File: src/hw/aish_pkg.sv
// Shared constants and types for the axis input and stop handling block
package aish_pkg;
  localparam int CLK_MHZ = 50;
  localparam int NUM_AXES = 4;
  localparam int FILT_DEFAULT_US = 512;
  localparam int FILT_DEFAULT_CYC = FILT_DEFAULT_US * CLK_MHZ;
  localparam int FILT_W = 16;
  localparam logic [FILT_W-1:0] FILT_DEFAULT =
    FILT_DEFAULT_CYC[FILT_W-1:0];
  localparam int POS_W = 32;
  // Mode register one field positions
  localparam int M1_ZPH_EN = 5;
  localparam int M1_ZPH_LVL = 4;
  // Mode register two field positions
  localparam int M2_SETTLE_EN = 15;
  localparam int M2_SETTLE_LVL = 14;
  localparam int M2_FAULT_EN = 13;
  localparam int M2_FAULT_LVL = 12;
  localparam logic [15:0] MODE1_RESET = 16'h0000;
  localparam logic [15:0] MODE2_RESET = 16'h0000;
  // Input status bit positions
  localparam int IS_ZPH = 0;
  localparam int IS_SETTLE = 1;
  localparam int IS_FAULT = 2;
  localparam int IS_PLUS = 3;
  localparam int IS_MINUS = 4;
  localparam int IS_ESTOP = 5;
  localparam int NUM_FILT = 6;
  typedef enum logic [1:0] {AISH_IDLE, AISH_DRIVE, AISH_SETTLE} aish_state_t;
endpackage

File: src/hw/aish_filt_if.sv
// Interface carrying filter settings and filtered levels
`timescale 1ns/100ps
interface aish_filt_if;
  logic bypass;
  logic [aish_pkg::FILT_W-1:0] delay;
  logic raw;
  logic level;
  modport filt (input bypass, input delay, input raw, output level);
  modport user (output bypass, output delay, output raw, input level);
endinterface

File: src/hw/aish_top.sv
// Axis input, stop and encoder handling for one axis
// Notes on behaviour
// - Each isolated input is filtered, default 512 us, adjustable or bypassed.
// - Enabled Z-phase input halts drive pulses when it goes active.
// - Mode one bits 5,4 enable Z-phase stop and select its level.
// - Z-phase level select resets to zero.
// - Home search stops on inactive-to-active Z edge only.
// - With settle input enabled, busy holds until settle input active.
// - Mode two bits 15,14 enable settle input and select its level.
// - Enabled active fault input sets alarm status and stops at once.
// - Mode two bits 13,12 enable fault input and select its level.
// - Settle and fault functions are disabled after reset.
// - Filtered input levels are always readable as input status.
// - Encoder A/B quadrature counts the real position up or down.
// - Differential pair high/low gives low, low/high gives high.
// - Encoder path adds under 100 ns and counts 4 MHz quadrature.
// - Fixed mode: falling edge on plus/minus starts preset move.
// - Continuous mode: pulses run while plus or minus input is low.
// - Emergency stop halts all drive at once and sets error bit.
// - Emergency stop level is jumper selected; short to ground default.
`timescale 1ns/100ps
module aish_top
(
  input wire logic clk_sys,
  input wire logic reset,
  input wire logic [15:0] mode_reg_one,
  input wire logic [15:0] mode_reg_two,
  input wire logic filter_bypass,
  input wire logic [aish_pkg::FILT_W-1:0] filter_delay,
  input wire logic filter_delay_load,
  input wire logic zphase_stop_input,
  input wire logic servo_settled_input,
  input wire logic servo_fault_input,
  input wire logic ext_drive_plus_input,
  input wire logic ext_drive_minus_input,
  input wire logic emergency_stop_input,
  input wire logic estop_level_jumper,
  input wire logic encoder_phase_a_pos,
  input wire logic encoder_phase_a_neg,
  input wire logic encoder_phase_b_pos,
  input wire logic encoder_phase_b_neg,
  input wire logic ext_drive_enable,
  input wire logic ext_fixed_mode,
  input wire logic home_search,
  input wire logic sw_drive_start,
  input wire logic pulse_done,
  input wire logic error_clear,
  input wire logic alarm_clear,
  output logic drive_run,
  output logic drive_dir_minus,
  output logic drive_fixed,
  output logic axis_drive_busy_flag,
  output logic axis_error_flag,
  output logic axis_alarm_flag,
  output logic zphase_stop_seen,
  output logic [aish_pkg::NUM_FILT-1:0] input_status_one,
  output logic [aish_pkg::POS_W-1:0] real_position
);
  // Two-flop synchronisers for all external pins except the estop level jumper
  localparam int NSYNC = aish_pkg::NUM_FILT + 2;
  logic [NSYNC-1:0] pin_raw;
  logic [NSYNC-1:0] sync1_reg;
  logic [NSYNC-1:0] sync2_reg;
  logic [aish_pkg::FILT_W-1:0] delay_reg;
  logic bypass_reg;
  logic [aish_pkg::NUM_FILT-1:0] filt_level;
  logic enc_a;
  logic enc_b;

  // Positive low / negative high reads as high
  assign enc_a = ~encoder_phase_a_pos & encoder_phase_a_neg;
  assign enc_b = ~encoder_phase_b_pos & encoder_phase_b_neg;

  assign pin_raw = {enc_b, enc_a, emergency_stop_input,
    ext_drive_minus_input, ext_drive_plus_input, servo_fault_input,
    servo_settled_input, zphase_stop_input};

  // No reset here: true pin levels on release avoid a false encoder count
  always_ff @(posedge clk_sys)
  begin
    sync1_reg <= pin_raw;
    sync2_reg <= sync1_reg;
  end

  always_ff @(posedge clk_sys)
  begin
    if (reset)
    begin
      delay_reg <= aish_pkg::FILT_DEFAULT;
      bypass_reg <= 1'b0;
    end
    else
    begin
      bypass_reg <= filter_bypass;
      if (filter_delay_load)
        delay_reg <= filter_delay;
    end
  end

  // One filter per isolated input; encoder bypasses filtering for speed
  genvar gi;
  generate
    for (gi = 0; gi < aish_pkg::NUM_FILT; gi++)
    begin : g_filt
      aish_filt_if fif ();
      assign fif.bypass = bypass_reg;
      assign fif.delay = delay_reg;
      assign fif.raw = sync2_reg[gi];
      assign filt_level[gi] = fif.level;
      aish_filter u_filt
      (
        .clk_sys(clk_sys),
        .reset(reset),
        .fi(fif)
      );
    end
  endgenerate

  // Active-level decode; level select 0 means low active
  logic zph_act;
  logic settle_act;
  logic fault_act;
  logic estop_act;
  logic zph_prev_reg;
  logic zph_rise;
  logic zph_stop;
  logic fault_stop;
  assign zph_act = filt_level[aish_pkg::IS_ZPH] ^
    ~mode_reg_one[aish_pkg::M1_ZPH_LVL];
  assign settle_act = filt_level[aish_pkg::IS_SETTLE] ^
    ~mode_reg_two[aish_pkg::M2_SETTLE_LVL];
  assign fault_act = filt_level[aish_pkg::IS_FAULT] ^
    ~mode_reg_two[aish_pkg::M2_FAULT_LVL];
  // Jumper low: shorted to ground is active; high: open input is active
  assign estop_act = estop_level_jumper ?
    filt_level[aish_pkg::IS_ESTOP] : ~filt_level[aish_pkg::IS_ESTOP];
  assign zph_rise = zph_act & ~zph_prev_reg;
  assign zph_stop = mode_reg_one[aish_pkg::M1_ZPH_EN] &
    (home_search ? zph_rise : zph_act);
  assign fault_stop = mode_reg_two[aish_pkg::M2_FAULT_EN] & fault_act;

  always_ff @(posedge clk_sys)
  begin
    if (reset)
      zph_prev_reg <= 1'b1;
    else
      zph_prev_reg <= zph_act;
  end

  // External drive edge detection
  logic plus_prev_reg;
  logic minus_prev_reg;
  logic plus_fall;
  logic minus_fall;
  logic plus_low;
  logic minus_low;
  assign plus_low = ~filt_level[aish_pkg::IS_PLUS];
  assign minus_low = ~filt_level[aish_pkg::IS_MINUS];
  assign plus_fall = plus_low & ~plus_prev_reg;
  assign minus_fall = minus_low & ~minus_prev_reg;

  always_ff @(posedge clk_sys)
  begin
    if (reset)
    begin
      plus_prev_reg <= 1'b0;
      minus_prev_reg <= 1'b0;
    end
    else
    begin
      plus_prev_reg <= plus_low;
      minus_prev_reg <= minus_low;
    end
  end

  // Drive sequencer
  aish_pkg::aish_state_t state_reg;
  aish_pkg::aish_state_t state_next;
  logic hard_stop;
  logic cont_hold;
  assign hard_stop = estop_act | fault_stop | zph_stop;
  assign cont_hold = ~drive_fixed &
    (drive_dir_minus ? minus_low : plus_low);

  always_comb
  begin
    state_next = state_reg;
    unique case (state_reg)
      aish_pkg::AISH_IDLE:
        if (!hard_stop && (sw_drive_start || (ext_drive_enable &&
          (ext_fixed_mode ? (plus_fall || minus_fall)
          : (plus_low || minus_low)))))
          state_next = aish_pkg::AISH_DRIVE;
      aish_pkg::AISH_DRIVE:
        if (hard_stop ||
          (drive_fixed ? pulse_done : !cont_hold))
          state_next = mode_reg_two[aish_pkg::M2_SETTLE_EN] ?
            aish_pkg::AISH_SETTLE : aish_pkg::AISH_IDLE;
      aish_pkg::AISH_SETTLE:
        if (!mode_reg_two[aish_pkg::M2_SETTLE_EN] || settle_act)
          state_next = aish_pkg::AISH_IDLE;
    endcase
  end

  always_ff @(posedge clk_sys)
  begin
    if (reset)
      state_reg <= aish_pkg::AISH_IDLE;
    else
      state_reg <= state_next;
  end

  always_ff @(posedge clk_sys)
  begin
    if (reset)
    begin
      drive_fixed <= 1'b1;
      drive_dir_minus <= 1'b0;
    end
    else if (state_reg == aish_pkg::AISH_IDLE &&
      state_next == aish_pkg::AISH_DRIVE)
    begin
      // Software start is always a preset move in the plus direction
      drive_fixed <= sw_drive_start | ext_fixed_mode;
      drive_dir_minus <= !sw_drive_start &&
        (ext_fixed_mode ? (minus_fall && !plus_fall)
        : (minus_low && !plus_low));
    end
  end

  always_ff @(posedge clk_sys)
  begin
    if (reset)
    begin
      drive_run <= 1'b0;
      axis_drive_busy_flag <= 1'b0;
    end
    else
    begin
      drive_run <= state_next == aish_pkg::AISH_DRIVE;
      axis_drive_busy_flag <= state_next != aish_pkg::AISH_IDLE;
    end
  end

  // Sticky flags; a new event wins over a clear in the same cycle
  always_ff @(posedge clk_sys)
  begin
    if (reset)
    begin
      axis_error_flag <= 1'b0;
      axis_alarm_flag <= 1'b0;
      zphase_stop_seen <= 1'b0;
    end
    else
    begin
      if (estop_act)
        axis_error_flag <= 1'b1;
      else if (error_clear)
        axis_error_flag <= 1'b0;
      if (fault_stop)
        axis_alarm_flag <= 1'b1;
      else if (alarm_clear)
        axis_alarm_flag <= 1'b0;
      if (zph_stop && state_reg == aish_pkg::AISH_DRIVE)
        zphase_stop_seen <= 1'b1;
      else if (error_clear)
        zphase_stop_seen <= 1'b0;
    end
  end

  always_ff @(posedge clk_sys)
  begin
    if (reset)
      input_status_one <= '1;
    else
      input_status_one <= filt_level;
  end

  // Quadrature decoder: 20 ns sampling comfortably covers 4 MHz edges
  logic [1:0] ab_prev_reg;
  logic [1:0] ab_now;
  assign ab_now = {sync2_reg[aish_pkg::NUM_FILT + 1],
    sync2_reg[aish_pkg::NUM_FILT]};

  always_ff @(posedge clk_sys)
  begin
    if (reset)
    begin
      ab_prev_reg <= ab_now;
      real_position <= '0;
    end
    else
    begin
      ab_prev_reg <= ab_now;
      // Count up when A leads B
      if ((ab_prev_reg[0] ^ ab_now[1]) && !(ab_prev_reg[1] ^ ab_now[0]))
        real_position <= real_position - 1'b1;
      else if ((ab_prev_reg[1] ^ ab_now[0]) &&
        !(ab_prev_reg[0] ^ ab_now[1]))
        real_position <= real_position + 1'b1;
    end
  end
endmodule

File: src/hw/aish_filter.sv
// Noise filter: level follows input after it holds steady for delay plus one cycles
`timescale 1ns/100ps
module aish_filter
(
  input wire logic clk_sys,
  input wire logic reset,
  aish_filt_if.filt fi
);
  logic [aish_pkg::FILT_W-1:0] cnt_reg;
  logic level_reg;

  assign fi.level = level_reg;

  always_ff @(posedge clk_sys)
  begin
    if (reset)
    begin
      cnt_reg <= '0;
      level_reg <= 1'b1;
    end
    else if (fi.bypass || fi.raw == level_reg)
    begin
      cnt_reg <= '0;
      level_reg <= fi.raw;
    end
    else if (cnt_reg >= fi.delay)
    begin
      cnt_reg <= '0;
      level_reg <= fi.raw;
    end
    else
      cnt_reg <= cnt_reg + 1'b1;
  end
endmodule

File: config.mk
export PLATFORM = sky130hd
export DESIGN_NAME = aish_top
export DESIGN_NICKNAME = d
export VERILOG_FILES = /design/src/hw/aish_pkg.sv /design/src/hw/aish_filt_if.sv /design/src/hw/aish_top.sv /design/src/hw/aish_filter.sv
export SDC_FILE = /design/constraint.sdc
export NUM_CORES = 1
export LEC_CHECK = 0
export BUFFER_PORTS_ARGS = -buffer_cell sky130_fd_sc_hd__buf_2
export CORE_AREA = 2 2 153 155
export CTS_BUF_LIST = sky130_fd_sc_hd__clkbuf_16
export CTS_CLUSTER_SIZE = 16
export DETAILED_ROUTE_END_ITERATION = 16
export DIE_AREA = 0 0 155 157
export PLACE_DENSITY = 0.77
export SYNTH_ARGS = -nofsm -noshare
export SYNTH_HDL_FRONTEND = slang
export SYNTH_HIERARCHICAL = 1
export SYNTH_SLANG_ARGS = --single-unit
export TNS_END_PERCENT = 10
File: constraint.sdc
create_clock -name clk_sys -period 3.96 [get_ports clk_sys]
set_clock_uncertainty 0.15 [all_clocks]
set_input_delay 0.792 -clock clk_sys [delete_from_list [all_inputs] [get_ports clk_sys]]
set_output_delay 0.792 -clock clk_sys [all_outputs]
set_load 0.01 [all_outputs]
# == Yosys cells after proc, flatten, opt, wreduce, memory -nomap -nowiden ==
# Index checks and enable logic that the tools add are counted.
# totals
wordCells,156
reg_bits,187
inputBits,70
out_inout_bits,45
# op_classes
bitwise_logic,28
reduce_logical,45
mux,30
addsub,8
n_eq_ne,9
n_lt_le_gt_ge,6
# ops
op,count
16-bit by 1-bit adder with 16-bit output (second input constant),6
16-bit greater-or-equal comparator,6
32-bit 2-to-1 mux,2
32-bit by 1-bit adder with 32-bit output (second input constant),1
32-bit by 1-bit subtractor with 32-bit output (second input constant),1
1-bit 2-to-1 mux,23
2-bit nonzero test,11
3-bit OR reduction,6
1-bit inverter,12
1-bit logical OR,11
1-bit logical AND,9
1-bit AND,8
2-bit 2-to-1 mux,4
1-bit logical NOT,7
1-bit == test,6
2-bit case mux with 3 select lines,1
1-bit XOR,5
2-bit by 1-bit == test with 1-bit output (second input constant),2
1-bit OR,3
2-bit == test (second input constant),1
2-bit logical NOT,1

# == Depth between registers and ports, before layout ==
# Gate-level depths: netlist (run 1).
# logic_depth
depth_word,12
ltp_mapped,17
ltp_nobuf,12

# == Hierarchy ==
# Netlist (run 1), hierarchy kept.
# by_module_without_submodules
module,area_each_um2,cells_each,seq_area_each_um2,n_inst
aish_filter,1208.7,133,340.3,6
aish_top,5003.5,603,1701.6,1

# == Worst setup path before layout (run 1) ==
# Ideal clock, no wire load.
# synth_timing
path_kind,register to register
startpoint,register sync2_reg[7]
endpoint,register real_position[30] in the netlist's numbering
t_required_ps,3687
setup_ps,123
synth_period_minus_slack_ps,4192
setup_slack_ps,-232
arrival_ps,3919
path_stages_with_launch,18
path_buffers,5
cell_sequence,dfxtp_1 > xor2_1 > ha_1 > buf_4 > buf_6 > buf_2 > buf_2 > buf_1 > xor2_1 > ha_1 > or3_4 > a21oi_4 > o31ai_1 > o41ai_4 > o2111ai_1 > o211a_1 > mux2i_1 > mux2_1
# synth_via
elab_chain_len,4
# synth_rtl
item,line_no,rtl
start: declaration,aish_top.sv:63,logic [NSYNC-1:0] sync2_reg;
start signal: assignment,aish_top.sv:82,sync2_reg <= sync1_reg;
1-bit XOR (*),"aish_top.sv:296, aish_top.sv:299",
1-bit logical NOT,aish_top.sv:299,!(ab_prev_reg[0] ^ ab_now[1]))
1-bit logical AND,aish_top.sv:298,else if ((ab_prev_reg[1] ^ ab_now[0]) &&
2-bit nonzero test (no source line),--,
end signal: assignment,aish_top.sv:297,real_position <= real_position - 1'b1;
end signal: assignment,aish_top.sv:300,real_position <= real_position + 1'b1;
end: declaration,aish_top.sv:57,output logic [aish_pkg::POS_W-1:0] real_position
# Every way passes the cells marked *; elsewhere a longest branch is shown, timed or not.
# A chain may end at the register's enable or synchronous reset.

# == Final worst setup path (run 1) ==
# Same ends and word-level chain as after synthesis.

==> results of run 1 <==
==> cell type report <==
cell class / instances / area, µm² / area share, %
Clock buffer: 17 / 425.4 / 3.176
Clock inverter: 14 / 168.9 / 1.261
Inverter: 122 / 457.9 / 3.419
Multi-Input combinational cell: 1030 / 7716 / 57.61
Sequential cell: 187 / 3744 / 27.95
Tap cell: 285 / 356.6 / 2.662
Timing Repair Buffer: 99 / 525.5 / 3.923
==> power groups by stage <==
stage / Combinational (W) / Clock (W) / Sequential (W)
CTS: 0.00103 / 0.00180 / 0.00219
global placement: 0.000994 / 0 / 0.00223
floorplan: 0.000876 / 0 / 0.00212
global route: 0.00115 / 0.00187 / 0.00222
detailed placement: 0.00102 / 0 / 0.00224
finish: 0.00103 / 0.00176 / 0.00220
==> per-stage QoR <==
| stage | setup slack, ns | cells |
|---|---|---|
| final | 0.5509 | 1754 |
| after global placement | 0.6316 | 1723 |
| after global routing | 0.3071 | 1754 |
| after CTS | 0.5328 | 1754 |
| after detailed placement | 0.5561 | 1723 |
| after floorplan | 0.005291 | 1401 |
==> placed cells by master, fill, tap and decap left out, types with 54 or more instances in the layout <==
master and count:
nand3_1 56, dfxtp_1 187, xor2_1 67, nor2_1 143
buf_2 87, o21ai_0 54, xnor2_1 56, ha_1 107
inv_1 121, a21oi_1 55, nand2_1 83
==> critical path, cell delays in order, from the launching register on <==
cell       delay [ns]
dfxtp_1          0.34
xor2_1           0.21
ha_2             0.22
xor2_1           0.07
ha_1             0.21
or3_4            0.34
a21oi_4          0.21
o31ai_1          0.17
o41ai_4          0.52
o2111ai_1        0.18
o211a_1          0.16
mux2i_1          0.17
mux2_1           0.33
==> per-layer routing <==
| metal | vias up | GRT usage [%] |
|---|---|---|
| met5 | - | 0 |
| met4 | 0 | 7.981 |
| met3 | 47 | 3.524 |
| met2 | 210 | 40.06 |
| met1 | 4679 | 29.63 |
| li1 | 4981 | - |
==> kinds of logic after synthesis <==
logic type / share of synthesized area, %
simple gates: 25.35
compound gates: 15.03
flops: 30.55
buf+inv: 6.514
xor+xnor: 8.790
fa+ha+maj: 11.03
mux: 2.746
==> path summary, 6_finish.rpt <==
| check | endpoint | slack (ns) | depth (start not counted) |
|---|---|---|---|
| hold / removal | sync2_reg[7]$_DFF_P_ | 0.18 | 0 |
| hold reg to reg | sync2_reg[7]$_DFF_P_ | 0.18 | 0 |
| setup reg to reg | real_position[30]$_SDFFE_PP0P_ | 0.55 | 12 |
| setup / recovery | real_position[30]$_SDFFE_PP0P_ | 0.55 | 12 |
==> flow_metrics.env, run 1 <==
export IMPL_status="finished clean"
export IMPL_dr_total_vias=9917
export IMPL_min_path_type="flop to flop"
export IMPL_p_sw_share_pct=31.39
export IMPL_yosysTopAreaCell="dfxtp_1"
export IMPL_ys_ff_latch=187
export IMPL_cts_sinks=187
export IMPL_syn_area_per_cell_um2=8.748
export IMPL_drt_met1_wl_um=12560
export IMPL_htreeDepth=4
export IMPL_ant_nets=0
export IMPL_num_fill_cells=1930
export IMPL_synthArstFlopShare_pct=0
export IMPL_maxCapViolations=0
export IMPL_clockRootBuffer="clkbuf_16"
export IMPL_rows=55
export IMPL_die_h_um=157
export IMPL_dr_pass1_iters=5
export IMPL_finalCritPeriodShare_pct=86.09
export IMPL_antenna_cells=0
export IMPL_area_growth_pct=9.290
export IMPL_nets=1635
export IMPL_synth_distinct_cells=92
export IMPL_slew_viol_final=0
export IMPL_syn_area_um2=12260
export IMPL_final_core_util_pct=59.52
export IMPL_ir_drop_mv=0.2588
export IMPL_critPathRequiredTime_ns=4.13
export IMPL_wl_met3_um=1163
export IMPL_grt_start_max_net_pins=66
export IMPL_post_cts_resized=0
export IMPL_synth_top_area_share_pct=30.55
export IMPL_syn_nets=1579
export IMPL_grt_setup_unrepaired="no"
export IMPL_placed_area_um2=12800
export IMPL_largest_reg_flops=96
export IMPL_clockBufferDepth=2
export IMPL_r2r_start="sync2_reg[7]$_DFF_P_"
export IMPL_io_pins=115
export IMPL_yosys_warnings=6
export IMPL_p_comb_share_pct=20.6
export IMPL_grt_pass1_wl_um=45750
export IMPL_powerDensity_nw_per_um2=372.3
export IMPL_setup_violations=0
export IMPL_relSlewSlack_pct=47.29
export IMPL_holdWs_ns=0.1794
export IMPL_gr_total_overflow=0
export IMPL_drive_above_1_share_pct=17.02
export IMPL_grt_use_total_pct=23.21
export IMPL_synthFlopType="dfxtp_1"
export IMPL_wl_met2_um=13200
export IMPL_p_leak_nw=5.376
export IMPL_gp_congestion=0.9097
export IMPL_power_switching_w=0.001565
export IMPL_cts_tree="built"
export IMPL_arrival_ns=3.58
export IMPL_postLayoutCellArea_um2=13390
export IMPL_cts_buffers=17
export IMPL_cts_hold_buf=0
export IMPL_first_iter_violations=522
export IMPL_p_total_w=0.004987
export IMPL_top_layer_used="met4"
export IMPL_worstPathMaxFanout=4
export IMPL_die_area_um2=24340
export IMPL_min_from="sync1_reg[7]$_DFF_P_"
export IMPL_grt_pass1_vias=9363
export IMPL_period_needed_ns=3.409
export IMPL_core_um2=22500
export IMPL_netlist_top_cells_area="dfxtp_1, ha_1, xor2_1"
export IMPL_start_kind="flop"
export IMPL_port_buffers=88
export IMPL_routed_via_density=5.654
export IMPL_fmax_ghz=0.2933
export IMPL_startpoint="sync2_reg[7]$_DFF_P_"
export IMPL_yosys_top_cells_count="dfxtp_1, nor2_1, inv_1"
export IMPL_postCtsSetupBuffers=0
export IMPL_critPathKind="flop to flop"
export IMPL_drc=0
export IMPL_hpwl_um=19560
export IMPL_antenna_found_initial=0
export IMPL_p_int_w=0.003422
export IMPL_clkSlewWorstSetupHoldPaths_ns=0.07
export IMPL_die_width_um=155
export IMPL_drt_wl_total_um=27580
export IMPL_yosysSeqAreaShare_pct=30.55
export IMPL_clk_insertion_delay_late_ns=0.44
export IMPL_wire_per_inst_um=15.72
export IMPL_clkPwrFrac_pct=35.4
export IMPL_crit_path_end_kind="flop"
export IMPL_seqPwrFrac_pct=44.1
export IMPL_syn_inst=1401
export IMPL_hold_viol=0
export IMPL_worstMarginPinSlew_ns=0.7907
export IMPL_fin_setup_tns_ns=0
export IMPL_synth_edf_count=0
export IMPL_yosysMostFrequentCell="dfxtp_1"
export IMPL_initial_core_util_pct=54.46
Note: power is estimated with default switching activity, not from simulation.
==> run 2, diff against run 1 <==
--- a/constraint.sdc
+++ b/constraint.sdc
@@ -3,3 +3,3 @@
 set_input_delay 0.792 -clock clk_sys [delete_from_list [all_inputs] [get_ports clk_sys]]
 set_output_delay 0.792 -clock clk_sys [all_outputs]
-set_load 0.01 [all_outputs]
+set_load 0.05 [all_outputs]
==> run 2 against run 1 <==
  * Combinational power grew 17%
  * Largest power group unchanged
  * Clock power is 4% lower
  * Via count fell by 0.18%
==> flow_metrics.env, run 2 (synthesis gave the netlist of run 1 again) <==
export IMPL_final_cell_mix="dfxtp_1, nor2_1, inv_1"
export IMPL_relSlewSlack_pct=45.61
export IMPL_die_area_um2=24340
export IMPL_power_switching_w=0.001828
export IMPL_p_comb_share_pct=23.8
export IMPL_path_cells="xor2_1, ha_2, buf_4, nor3b_1, a32oi_1, o31ai_2, a31oi_2, o31ai_1, xnor2_1, nor2_1, mux2_1"
export IMPL_largest_reg_flops=96
export IMPL_area_growth_pct=9.188
export IMPL_rows=55
export IMPL_worstPathMaxFanout=27
export IMPL_drc=0
export IMPL_ant_nets=0
export IMPL_wire_per_inst_um=15.72
export IMPL_post_cts_resized=0
export IMPL_fin_setup_tns_ns=0
export IMPL_min_path_type="flop to flop"
export IMPL_p_total_w=0.005097
export IMPL_hold_end="sync2_reg[7]$_DFF_P_"
export IMPL_critPathKind="flop to flop"
export IMPL_dr_pass1_iters=5
export IMPL_htreeDepth=4
export IMPL_finalCritPeriodShare_pct=86.16
export IMPL_min_from="sync1_reg[7]$_DFF_P_"
export IMPL_routed_via_density=5.637
export IMPL_drt_wl_total_um=27600
export IMPL_status="finished clean"
export IMPL_regToRegSetupSlack_ns=0.55
export IMPL_antenna_found_initial=0
export IMPL_grt_pass1_wl_um=45470
export IMPL_clkSlewWorstSetupHoldPaths_ns=0.07
export IMPL_fmax_ghz=0.2931
export IMPL_start_kind="flop"
export IMPL_worstHoldPathCells=0
export IMPL_hpwl_um=19730
export IMPL_crit_buf_inv=1
export IMPL_maxCapViolations=0
export IMPL_io_pins=115
export IMPL_rr_worst_depth=11
export IMPL_clockBufferDepth=2
export IMPL_cts_hold_buf=0
export IMPL_die_width_um=155
export IMPL_die_h_um=157
export IMPL_initial_core_util_pct=54.46
export IMPL_setup_violations=0
export IMPL_drive_above_1_share_pct=17.35
export IMPL_slowest_delay_ns=0.43
export IMPL_ir_drop_mv=0.2500
export IMPL_gr_total_overflow=0
export IMPL_hold_viol=0
export IMPL_p_sw_share_pct=35.86
export IMPL_first_iter_violations=591
export IMPL_seqPwrFrac_pct=43.0
export IMPL_cts_sinks=187
export IMPL_placed_area_um2=12800
export IMPL_r2r_start="sync2_reg[7]$_DFF_P_"
export IMPL_grt_setup_unrepaired="no"
export IMPL_register_area_um2=3744
export IMPL_slowest_stage="nor3b_1"
export IMPL_arrival_ns=3.59
export IMPL_dr_total_vias=9899
export IMPL_r2r_end="real_position[28]$_SDFFE_PP0P_"
export IMPL_gp_congestion=0.9014
export IMPL_cp_top_family="compound AO/OA/AOI/OAI gates"
export IMPL_p_int_w=0.003269
export IMPL_grt_start_max_net_pins=43
export IMPL_postLayoutCellArea_um2=13380
export IMPL_critPathRequiredTime_ns=4.14
export IMPL_clk_insertion_delay_late_ns=0.44
export IMPL_slew_viol_final=0
export IMPL_cts_tree="built"
export IMPL_p_leak_nw=5.372
export IMPL_grt_use_total_pct=23.06
export IMPL_port_buffers=88
export IMPL_multi_input_comb_area_um2=7721
export IMPL_core_um2=22500
export IMPL_num_fill_cells=1926
export IMPL_grt_pass1_vias=9318
export IMPL_worstMarginPinSlew_ns=0.8159
export IMPL_clockRootBuffer="clkbuf_16"
export IMPL_crit_path_end_kind="flop"
export IMPL_postCtsSetupBuffers=0
export IMPL_nets=1635
export IMPL_cts_buffers=17
export IMPL_clkPwrFrac_pct=33.2
export IMPL_powerDensity_nw_per_um2=380.9
export IMPL_layout_commonest_cell="dfxtp_1"
export IMPL_period_needed_ns=3.412
-- run 2: how the worst max path moves through the flow --
stage,from,endpoint,slack [ns],cells after the start
after floorplan,sync2_reg[7]$_DFF_P_,real_position[30]$_SDFFE_PP0P_,0.01,17
after global placement,sync2_reg[7]$_DFF_P_,real_position[25]$_SDFFE_PP0P_,0.63,11
after detailed placement,sync2_reg[7]$_DFF_P_,real_position[25]$_SDFFE_PP0P_,0.57,11
after CTS,sync2_reg[7]$_DFF_P_,real_position[25]$_SDFFE_PP0P_,0.55,11
after global routing,sync2_reg[7]$_DFF_P_,real_position[28]$_SDFFE_PP0P_,0.26,11
final,sync2_reg[7]$_DFF_P_,real_position[28]$_SDFFE_PP0P_,0.55,11
-- run 2: power by group through the flow --
| stage | clock, W | combinational, W | sequential, W |
|---|---|---|---|
| 6_report | 0.00169 | 0.00121 | 0.00219 |
| 5_1_grt | 0.00181 | 0.00133 | 0.00221 |
| 4_1_cts | 0.00173 | 0.00121 | 0.00219 |
| 3_5_place_dp | 0 | 0.00120 | 0.00223 |
| 3_3_place_gp | 0 | 0.00118 | 0.00223 |
| 2_1_floorplan | 0 | 0.000877 | 0.00231 |
-- run 2: area by class of cell --
class	instances	share of cell area, %
Multi-Input combinational cell	1030	57.70
Inverter	122	3.422
Clock inverter	15	1.131
Clock buffer	17	3.179
Antenna cell	1	0.01870
Timing Repair Buffer	99	3.908
Sequential cell	187	27.98
Tap cell	285	2.665
-- run 2: metrics by stage --
step	setup slack (ns)	hold WS, ns	instances	utilization [%]
floorplan	0.01403	0.1596	1401	-
global placement	0.6291	0.1617	1723	56.89
detailed placement	0.5663	0.1643	1723	56.89
CTS	0.5482	0.1814	1755	59.46
global route	0.2598	0.1839	1755	59.46
finish	0.5481	0.1783	1756	59.47
-- run 2: routing by layer --
layer,vias up,wire (µm),track usage [%]
met5,-,0,0
met4,0,450,7.011
met3,34,1542,4.075
met2,260,12880,38.54
met1,4640,12730,30.43
li1,4965,-,-
-- run 2: worst reg2reg max path, cell delays in order, from the launching register on --
cell and delay [ns]:
dfxtp_1 0.34, xor2_1 0.21, ha_2 0.22, buf_4 0.28
nor3b_1 0.44, a32oi_1 0.13, o31ai_2 0.41, a31oi_2 0.25
o31ai_1 0.35, xnor2_1 0.10, nor2_1 0.11, mux2_1 0.32
==> run 3, diff against run 2 <==
CTS_BUF_LIST = sky130_fd_sc_hd__clkbuf_8   (was sky130_fd_sc_hd__clkbuf_16)
==> run 3 against run 2 <==
  * Critical path depth stayed put
  * Combinational power hardly changed
  * Fmax hardly changed
  * Flip-flop and latch count stayed put
  * Register-to-register slack hardly changed
  * Sequential power hardly changed
  * Largest power group unchanged
  * Highest routed layer unchanged
==> flow_metrics.env, run 3 (synthesis gave the netlist of run 1 again) <==
export IMPL_worstMarginPinSlew_ns=0.8072
export IMPL_p_total_w=0.004664
export IMPL_core_um2=22500
export IMPL_dr_pass1_iters=5
export IMPL_cts_buffers=17
export IMPL_hpwl_um=19730
export IMPL_post_cts_resized=0
export IMPL_first_iter_violations=688
export IMPL_critPathKind="flop to flop"
export IMPL_ant_nets=0
export IMPL_startpoint="sync2_reg[7]$_DFF_P_"
export IMPL_worstPathMaxFanout=27
export IMPL_largest_reg_flops=96
export IMPL_r2r_end="real_position[28]$_SDFFE_PP0P_"
export IMPL_clockRootBuffer="clkbuf_8"
export IMPL_wire_per_inst_um=15.51
export IMPL_setup_violations=0
export IMPL_clk_insertion_delay_late_ns=0.48
export IMPL_r2r_start="sync2_reg[7]$_DFF_P_"
export IMPL_grt_pass1_vias=9230
export IMPL_postCtsSetupBuffers=0
export IMPL_die_area_um2=24340
export IMPL_period_needed_ns=3.413
export IMPL_gr_total_overflow=0
export IMPL_status="finished clean"
export IMPL_p_int_w=0.002899
export IMPL_slowest_delay_ns=0.43
export IMPL_die_width_um=155
export IMPL_p_sw_share_pct=37.85
export IMPL_io_pins=115
export IMPL_p_comb_share_pct=26.0
export IMPL_initial_core_util_pct=54.46
export IMPL_dr_total_vias=9885
export IMPL_fmax_ghz=0.2930
export IMPL_postLayoutCellArea_um2=13190
export IMPL_maxCapViolations=0
export IMPL_finalCritPeriodShare_pct=86.20
export IMPL_port_buffers=88
export IMPL_grt_start_max_net_pins=43
export IMPL_crit_path_end="real_position[28]$_SDFFE_PP0P_"
export IMPL_p_leak_nw=5.284
export IMPL_crit_path_end_kind="flop"
export IMPL_pre_cts_slack_ns=0.5663
export IMPL_powerDensity_nw_per_um2=353.6
export IMPL_seqPwrFrac_pct=47.0
export IMPL_final_cell_mix="dfxtp_1, nor2_1, inv_1"
export IMPL_nets=1635
export IMPL_grt_use_total_pct=22.70
export IMPL_cts_sinks=187
export IMPL_min_path_type="flop to flop"
export IMPL_power_switching_w=0.001765
export IMPL_rows=55
export IMPL_hold_viol=0
export IMPL_grt_setup_unrepaired="no"
export IMPL_ir_drop_mv=0.1910
export IMPL_drt_wl_total_um=27240
export IMPL_rr_worst_depth=11
export IMPL_cts_tree="built"
export IMPL_antenna_found_initial=0
export IMPL_setup_slack_ns=0.5466
export IMPL_grt_pass1_wl_um=44810
export IMPL_drc=0
export IMPL_htreeDepth=4
export IMPL_area_growth_pct=7.627
export IMPL_slew_viol_final=0
export IMPL_fin_setup_tns_ns=0
export IMPL_placed_area_um2=12800
export IMPL_clkPwrFrac_pct=27.0
export IMPL_final_core_util_pct=58.62
export IMPL_path_cells="xor2_1, ha_2, buf_4, nor3b_1, a32oi_1, o31ai_2, a31oi_2, o31ai_1, xnor2_1, nor2_1, mux2_1"
export IMPL_slowest_stage="nor3b_1"
export IMPL_layout_commonest_cell="dfxtp_1"
export IMPL_drive_above_1_share_pct=17.35
export IMPL_clkSlewWorstSetupHoldPaths_ns=0.10
export IMPL_arrival_ns=3.63
export IMPL_routed_via_density=5.629
export IMPL_cts_hold_buf=0
export IMPL_clockBufferDepth=2
export IMPL_relSlewSlack_pct=46.19
export IMPL_regToRegSetupSlack_ns=0.55
export IMPL_gp_congestion=0.9014
export IMPL_critPathRequiredTime_ns=4.18
export IMPL_start_kind="flop"
export IMPL_die_h_um=157
## run 3: cell type report
| type | instances | area [µm²] |
|---|---|---|
| antenna | 1 | 2.502 |
| sequential | 187 | 3744 |
| clock buffer | 17 | 234.0 |
| clock inverter | 15 | 151.4 |
| fill | 1962 | 9313 |
| inverter | 122 | 457.9 |
| multi-input combinational | 1030 | 7721 |
| timing repair buffer | 99 | 523.0 |
| tap | 285 | 356.6 |
## run 3: critical path, delay by kind of cell (launching register included)
kind,cells,cell delay [ns]
fa+ha+maj,1,0.22
compound gates,4,1.13
simple gates,2,0.54
flops,1,0.35
mux,1,0.32
xor+xnor,2,0.31
buf+inv,1,0.28
## run 3: metal layers
| metal | track usage (%) | wire (µm) |
|---|---|---|
| met1 | 30.18 | 12700 |
| met2 | 38.33 | 12740 |
| met3 | 3.304 | 1415 |
| met4 | 6.702 | 389 |
| met5 | 0 | 0 |
## run 3: worst min path at each step
stage,to,slack (ns),start,depth (start not counted)
after floorplan,sync2_reg[0]$_DFF_P_,0.16,sync1_reg[0]$_DFF_P_,0
after global placement,sync2_reg[5]$_DFF_P_,0.16,sync1_reg[5]$_DFF_P_,0
after detailed placement,sync2_reg[7]$_DFF_P_,0.16,sync1_reg[7]$_DFF_P_,0
after CTS,sync2_reg[7]$_DFF_P_,0.19,sync1_reg[7]$_DFF_P_,0
after global routing,sync2_reg[3]$_DFF_P_,0.19,sync1_reg[3]$_DFF_P_,0
final,sync2_reg[7]$_DFF_P_,0.19,sync1_reg[7]$_DFF_P_,0
## run 3: power by group through the flow
stage / logic [W] / clock network (W) / registers [W]
after floorplan: 0.000877 / 0 / 0.00231
after global placement: 0.00118 / 0 / 0.00223
after detailed placement: 0.00120 / 0 / 0.00223
after CTS: 0.00121 / 0.00130 / 0.00219
after global routing: 0.00133 / 0.00137 / 0.00221
final: 0.00121 / 0.00126 / 0.00219
## run 3: stage by stage
| step | hold WS [ns] | std cells |
|---|---|---|
| floorplan | 0.1596 | 1401 |
| global route | 0.1926 | 1755 |
| detailed placement | 0.1643 | 1723 |
| finish | 0.1857 | 1756 |
| CTS | 0.1890 | 1755 |
| global placement | 0.1617 | 1723 |
